### src/afr_pkg.sv
package afr_pkg;

	// ****************************************
	// Timing
	// ****************************************
	localparam int CLK_HZ = 20_000_000;
	localparam int PWM_IDLE_NS = 13_000;
	// Longest time, so rounded down
	localparam int PWM_IDLE_CYC = (PWM_IDLE_NS * (CLK_HZ / 1_000_000)) / 1000;
	localparam int PWM_CNT_W = 10;

	// ****************************************
	// Temperature thresholds, degrees C
	// ****************************************
	localparam logic [7:0] WARN_TEMP_C = 8'h73;
	localparam logic [7:0] ERR_TEMP_C = 8'h9B;

	// ****************************************
	// Fault reasons shown on status
	// ****************************************
	typedef struct packed {
		logic undervoltage_fault;
		logic overload_fault;
		logic pwm_idle;
		logic overtemp_error;
	} afr_fault_t;

	typedef enum logic [1:0] {
		AFR_HIZ = 2'b00,
		AFR_RUN = 2'b01,
		AFR_FAULT = 2'b10
	} afr_state_t;

endpackage : afr_pkg

### src/afr_fault_report.sv
`timescale 1ns/100ps
module afr_fault_report import afr_pkg::*; #(
	parameter logic [7:0] WARN_C = WARN_TEMP_C,
	parameter int PWM_IDLE = PWM_IDLE_CYC
) (
	input wire logic clk,
	input wire logic srst,
	input wire logic clk_en,
	input wire logic reset_n,
	input wire logic gate_drive_supply,
	input wire logic vdd_supply_ok,
	input wire logic [7:0] junction_temp,
	input wire logic overload_fault,
	input wire logic [1:0] pwm_in,
	output logic stage_enable,
	output logic output_pulldown,
	output logic shutdown_flag_n_o,
	output logic shutdown_flag_n_oe,
	output logic overtemp_warn_n_o,
	output logic overtemp_warn_n_oe,
	output afr_fault_t fault_cause
);

	// ****************************************
	// PWM activity
	// ****************************************
	logic [1:0] pwm_prev_r;
	logic pwm_idle;
	logic [1:0] idle_hit;

	always_ff @(posedge clk) begin
		if (srst) begin
			pwm_prev_r <= 2'h0;
		end else if (clk_en) begin
			pwm_prev_r <= pwm_in;
		end
	end

	for (genvar i = 0; i < 2; i++) begin : g_act
		logic [PWM_CNT_W-1:0] idle_cnt_r;
		always_ff @(posedge clk) begin
			if (srst) begin
				idle_cnt_r <= '0;
			end else if (clk_en) begin
				if (pwm_in[i] != pwm_prev_r[i]) begin
					idle_cnt_r <= '0;
				end else if (!idle_hit[i]) begin
					idle_cnt_r <= idle_cnt_r + 1'b1;
				end
			end
		end
		assign idle_hit[i] = (idle_cnt_r >= PWM_CNT_W'(PWM_IDLE));
	end

	// Any one stuck input shuts the whole stage; not latched
	assign pwm_idle = |idle_hit;

	// ****************************************
	// Latched faults
	// ****************************************
	logic ote_lat_r;
	logic olp_lat_r;
	logic reset_n_r;
	logic ote_now;
	logic uv;

	assign ote_now = junction_temp >= ERR_TEMP_C;
	assign uv = !(gate_drive_supply && vdd_supply_ok);

	always_ff @(posedge clk) begin
		if (srst) begin
			reset_n_r <= 1'b0;
		end else if (clk_en) begin
			reset_n_r <= reset_n;
		end
	end

	always_ff @(posedge clk) begin
		if (srst) begin
			ote_lat_r <= 1'b0;
			olp_lat_r <= 1'b0;
		end else if (clk_en) begin
			if (!reset_n) begin
				ote_lat_r <= 1'b0;
				olp_lat_r <= 1'b0;
			end else begin
				if (ote_now) begin
					ote_lat_r <= 1'b1;
				end
				// Power-on reset of the overload latch comes with undervoltage
				if (uv && !overload_fault) begin
					olp_lat_r <= 1'b0;
				end else if (overload_fault) begin
					olp_lat_r <= 1'b1;
				end
			end
		end
	end

	// ****************************************
	// Stage control and status
	// ****************************************
	afr_fault_t cause;
	logic shut;
	logic warn;
	afr_state_t state_r;

	always_comb begin
		cause.undervoltage_fault = uv;
		cause.overload_fault = olp_lat_r || overload_fault;
		cause.pwm_idle = pwm_idle;
		cause.overtemp_error = ote_lat_r || ote_now;
	end

	// Non-overload, non-thermal causes drop out with their inputs
	assign shut = |cause;
	assign warn = (junction_temp >= WARN_C) || cause.overtemp_error;

	always_ff @(posedge clk) begin
		if (srst) begin
			state_r <= AFR_HIZ;
		end else if (clk_en) begin
			if (!reset_n) begin
				state_r <= AFR_HIZ;
			end else if (shut) begin
				state_r <= AFR_FAULT;
			end else begin
				state_r <= AFR_RUN;
			end
		end
	end

	always_ff @(posedge clk) begin
		if (srst) begin
			stage_enable <= 1'b0;
			output_pulldown <= 1'b0;
			shutdown_flag_n_oe <= 1'b0;
			overtemp_warn_n_oe <= 1'b0;
			fault_cause <= '0;
		end else if (clk_en) begin
			stage_enable <= reset_n && !shut;
			output_pulldown <= !reset_n;
			if (!reset_n) begin
				shutdown_flag_n_oe <= 1'b0;
				overtemp_warn_n_oe <= 1'b0;
				fault_cause <= '0;
			end else begin
				shutdown_flag_n_oe <= shut;
				overtemp_warn_n_oe <= warn;
				fault_cause <= cause;
			end
		end
	end

	// Open drain: only ever drives low
	always_ff @(posedge clk) begin
		if (srst) begin
			shutdown_flag_n_o <= 1'b0;
			overtemp_warn_n_o <= 1'b0;
		end else begin
			shutdown_flag_n_o <= 1'b0;
			overtemp_warn_n_o <= 1'b0;
		end
	end

	// ****************************************
	// Checks
	// ****************************************
	a_uv_hiz: assert property (@(posedge clk) disable iff (srst)
		clk_en && uv |=> !stage_enable)
		else $error("stage enabled under undervoltage");
	a_fault_flag: assert property (@(posedge clk) disable iff (srst)
		clk_en && reset_n && shut |=> shutdown_flag_n_oe)
		else $error("shutdown flag not asserted on fault");
	a_reset_release: assert property (@(posedge clk) disable iff (srst)
		clk_en && !reset_n |=> !shutdown_flag_n_oe && !overtemp_warn_n_oe)
		else $error("status held during reset");
	a_warn_only: assert property (@(posedge clk) disable iff (srst)
		clk_en && reset_n && !shut && junction_temp >= WARN_C
		|=> overtemp_warn_n_oe && !shutdown_flag_n_oe)
		else $error("warning encoding wrong");
	a_ote_latch: assert property (@(posedge clk) disable iff (srst)
		clk_en && reset_n && ote_now ##1 clk_en && reset_n |=> !stage_enable)
		else $error("overtemp error not latched");
	a_olp_hold: assert property (@(posedge clk) disable iff (srst)
		clk_en && reset_n && overload_fault ##1 (clk_en && reset_n)[*2]
		|-> ##1 !stage_enable)
		else $error("overload recovered without reset");
	a_pwm_idle: assert property (@(posedge clk) disable iff (srst)
		clk_en && reset_n && pwm_idle |=> !stage_enable && shutdown_flag_n_oe)
		else $error("pwm idle not shut down");
	a_auto_run: assert property (@(posedge clk) disable iff (srst)
		clk_en && reset_n && !shut |=> stage_enable)
		else $error("no automatic recovery");
	a_od_low: assert property (@(posedge clk) disable iff (srst)
		!shutdown_flag_n_o && !overtemp_warn_n_o)
		else $error("open drain drove high");
	a_reset_resume: assert property (@(posedge clk) disable iff (srst)
		clk_en && reset_n && !reset_n_r && !shut |=> stage_enable)
		else $error("no resume after reset release");
	a_state_run: assert property (@(posedge clk) disable iff (srst)
		stage_enable == (state_r == AFR_RUN))
		else $error("stage enable disagrees with state");

	c_ote: cover property (@(posedge clk) disable iff (srst) ote_lat_r ##1 !reset_n);
	c_pwm: cover property (@(posedge clk) disable iff (srst) pwm_idle ##1 !pwm_idle);
	c_warn: cover property (@(posedge clk) disable iff (srst)
		overtemp_warn_n_oe && !shutdown_flag_n_oe);

endmodule : afr_fault_report

### config.mk
export PLATFORM = sky130hd
export DESIGN_NAME = afr_fault_report
export DESIGN_NICKNAME = d
export VERILOG_FILES = /design/src/afr_pkg.sv /design/src/afr_fault_report.sv
export SDC_FILE = /design/constraint.sdc
export NUM_CORES = 1
export LEC_CHECK = 0
export BUFFER_PORTS_ARGS = -buffer_cell sky130_fd_sc_hd__buf_2
export CORE_ASPECT_RATIO = 1.2
export CORE_MARGIN = 1.5
export CORE_UTILIZATION = 36
export DETAILED_ROUTE_END_ITERATION = 10
export PLACE_DENSITY = 0.53
export SETUP_SLACK_MARGIN = 0.5
export SLEW_MARGIN = 20
export SYNTH_ARGS = -nofsm -noshare
export SYNTH_HDL_FRONTEND = slang
export SYNTH_SLANG_ARGS = --single-unit
### constraint.sdc
create_clock -name clk -period 1.7 [get_ports clk]
set_input_delay 0.17 -clock clk [delete_from_list [all_inputs] [get_ports clk]]
set_output_delay 0.17 -clock clk [all_outputs]
set_load 0.01 [all_outputs]
==> run_results.csv <==
group,metric,value,unit
worst_setup_path,end_kind,"flop",
placed_design,hpwl,2893,microns
route,postRouteAntennaNets,0,
floorplan,ios,27,
synthesis,synth_ff_type,"dfxtp_1",
worst_setup_path,cp.arrival,1.90,ns
floorplan,num_rows,26,
timing,grt_setup_unrepaired,"yes",
finish,finalNonFillerCells,285,
power_and_ir_drop,pwr-share-clk,39.9,%
power_and_ir_drop,p_int,1202,uW
timing,final.setup.worst_slack,0.01578,ns
placed_design,place.gp.congestion,0.8898,
worst_setup_path,critPathLaunchType,"flop",
power_and_ir_drop,p_sw,406.0,uW
timing,final.setup_skew,0.003859,ns
finish,synthToLayoutAreaGrowth,37.16,%
worst_setup_path,cp_slowest_cell,"or4_4",
cts,clock_sinks,32,
worst_setup_path,slowest_delay,0.55,ns
cts,clock_latency,0.28,ns
route,vias_per_cell,5.389,
global_routing,grt_util_all_layers,18.02,%
timing,layout_min_cycle_time,1.684,ns
synthesis,synth-seq-cells,32,
cts,cts-buffers-inserted,5,
worst_setup_path,reg2reg_slack,0.02,ns
cts,cts_buffer_depth,2,
timing,fmax,593.7,MHz
global_routing,grt_pass1_vias,1520,
floorplan,die_w,64.10,microns
synthesis,yosysWarnings,0,
route,drt-wirelength-per-cell,14.66,microns
synthesis,synth_cells,190,
worst_setup_path,r2r_cells,5,
finish,diodes,0,
finish,final_net_count,250,
power_and_ir_drop,seqPwrFrac,48.5,%
worst_setup_path,r2r_end,"g_act[1].idle_cnt_r[2]$_SDFFE_PP0P_",
cts,cts_tree,"done",
cts,cts-htree-levels,2,
route,via_count,1536,
cts,clock-root-buffer,"clkbuf_8",
timing,drv_slew,0,
global_routing,antenna_found_initial,0,
power_and_ir_drop,power_frac_comb,11.7,%
global_routing,grt_max_degree,21,
power_and_ir_drop,p_leak,0.0008784,uW
worst_hold_path,worstHoldPathType,"primary input to flop",
worst_setup_path,cp-startpoint,"g_act[1].idle_cnt_r[6]$_SDFFE_PP0P_",
worst_setup_path,worstSetupEndpoint,"g_act[1].idle_cnt_r[2]$_SDFFE_PP0P_",
placed_design,placed_cells,270,
placed_design,pre_cts_ws,0.03521,ns
global_routing,grt_pass1_wl,6969,microns
placed_design,port_buffers,24,
worst_setup_path,path_cells,"or4_4, o41ai_4, buf_4, nand4b_1, a31oi_1",
cts,cts.clk_slew.worst_paths,0.07,ns
route,drtPass1Iterations,4,
synthesis,syn_area,1613,sq um
synthesis,synth-edff-count,0,
worst_setup_path,path_max_fanout,4,
synthesis,async_flop_share,0,%
status,status,"finished clean",
power_and_ir_drop,power.density,726.9,nW/um^2
timing,fin_crit_sh,99.07,%
finish,drive_gt1_share,41.92,%
worst_setup_path,crit_type,"flop to flop",
route,drcViolationCount,0,
route,routed_wl,4179,microns
floorplan,fp.coreArea,4294,sq um
timing,hold_viol,0,
power_and_ir_drop,vdd_drop_max,0.3780,mV
worst_setup_path,r2r_start,"g_act[1].idle_cnt_r[6]$_SDFFE_PP0P_",
global_routing,overflow,0,
worst_setup_path,crit_required,1.91,ns
timing,setup_viol,0,
power_and_ir_drop,swShare,25.25,%
route,drt_iter0_drc,39,
synthesis,avgSynthCellArea,8.488,sq um
synthesis,yosysSeqAreaShare,39.72,%
floorplan,die_h,76.32,microns
floorplan,dieArea,4892,sq um
floorplan,initial_core_util,37.56,%
job,cap_violations,0,
synthesis,ys_types,44,
power_and_ir_drop,finalPower,1608,uW
[logic make-up after synthesis]
logic type               Yosys count  synth area share [%]
XOR/XNOR                           9                 4.888
buffers and inverters             18                 4.965
AO/OA/AOI/OAI                     54                 24.36
other                              1                0.2325
multiplexers                       2                 1.241
AND/OR/NAND/NOR                   70                 21.49
adder cells (fa/ha/maj)            4                 3.103
flip-flops                        32                 39.72
[cell usage after synthesis (3+ instances only)]
| master | n | area [sq um] |
|---|---|---|
| inv_1 | 8 | 30.03 |
| a21o_1 | 3 | 22.52 |
| xor2_1 | 8 | 70.07 |
| nand3_1 | 5 | 25.02 |
| o31ai_1 | 4 | 30.03 |
| buf_4 | 3 | 22.52 |
| and2_1 | 5 | 31.28 |
| o2111ai_1 | 5 | 43.79 |
| o21ai_0 | 5 | 25.02 |
| o211ai_1 | 3 | 22.52 |
| clkbuf_1 | 5 | 18.77 |
| ha_1 | 4 | 50.05 |
| and4_1 | 3 | 26.28 |
| dfxtp_1 | 32 | 640.6 |
| nor2_1 | 26 | 97.59 |
| nand2_1 | 14 | 52.55 |
| nand4_1 | 4 | 25.02 |
| a21oi_1 | 16 | 80.08 |
[state kept, by name, indices dropped and copies added (netlist names)]
name and flops:
overtemp_warn_n_oe 1, g_act.idle_cnt_r 20, fault_cause 4, shutdown_flag_n_oe 1, ote_lat_r 1, olp_lat_r 1, output_pulldown 1, stage_enable 1
pwm_prev_r 2
[how the worst min path moves through the flow]
stage	cells past startpoint	end	startpoint
after CTS	3	overtemp_warn_n_oe$_SDFFE_PP0P_	junction_temp[7]
after floorplan	2	overtemp_warn_n_oe$_SDFFE_PP0P_	junction_temp[7]
after global placement	3	overtemp_warn_n_oe$_SDFFE_PP0P_	junction_temp[7]
after global routing	3	overtemp_warn_n_oe$_SDFFE_PP0P_	junction_temp[7]
final	3	overtemp_warn_n_oe$_SDFFE_PP0P_	junction_temp[7]
after detailed placement	3	overtemp_warn_n_oe$_SDFFE_PP0P_	junction_temp[7]
[worst max-delay path: cells and delay by family, from the launching register on]
| family | cells | cell delay (ns) |
|---|---|---|
| buffers and inverters | 1 | 0.20 |
| AND/OR/NAND/NOR | 2 | 0.65 |
| flip-flops | 1 | 0.32 |
| AO/OA/AOI/OAI | 2 | 0.45 |
[layout by cell type (no fill, tap or decap), types with 5 or more instances in the layout]
| cell type | synthesis | layout |
|---|---|---|
| dfxtp_1 | 32 | 16 |
| xor2_1 | 8 | 6 |
| nor2_2 | 0 | 5 |
| dfxtp_4 | 0 | 6 |
| buf_2 | 0 | 24 |
| buf_4 | 3 | 11 |
| dfxtp_2 | 0 | 10 |
| inv_1 | 8 | 8 |
| nand2_1 | 14 | 13 |
| nand3_1 | 5 | 5 |
| nor2_1 | 26 | 19 |
| clkbuf_8 | 0 | 7 |
| a21oi_1 | 16 | 15 |
[final cells by class]
type                       count  area, sq um
clock buffer                   7        96.34
multi-input combinational    141         1069
tap                           56        70.07
timing repair buffer          40        267.8
inverter                       9        33.78
fill                         439         2082
sequential                    32        675.6
[per-stage QoR]
step / instance area (sq um) / utilization, % / hold WS, ns / setup TNS, ns
2_1_floorplan: 1674 / - / 0.3000 / 0
3_3_place_gp: 1868 / 43.50 / 0.4168 / 0
3_5_place_dp: 1868 / 43.50 / 0.4219 / 0
4_1_cts: 2064 / 48.08 / 0.1273 / 0
5_1_grt: 2212 / 51.52 / 0.1504 / -0.05984
6_report: 2212 / 51.52 / 0.1346 / 0
[layer usage]
layer  wire length [microns]  global-route usage, %  up-vias  share of wire (%)
met5                       0                      0        -                  0
met4                      29                  6.170        0               0.69
met3                     106                  5.170        4                2.5
met2                    2324                  32.81       20                 56
met1                    1719                  19.57      745                 41
li1                        -                      -      767                  -
[power groups by stage]
stage	combinational, uW	sequential, uW	clock [uW]
after floorplan	98.0	801	0
after global placement	153	798	0
after detailed placement	157	799	0
after CTS	169	783	656
after global routing	206	781	694
final	187	779	641
[what timing repair did]
item / 4_1_cts / 5_1_grt
gates cloned: 0 / 0
gates resized for setup: 16 / 36
hold buffers: 0 / 0
pin swaps: 12 / 14
setup buffers: 5 / 3
setup endpoints to repair: 16 / 23
Power figures use the tool's default switching activity.
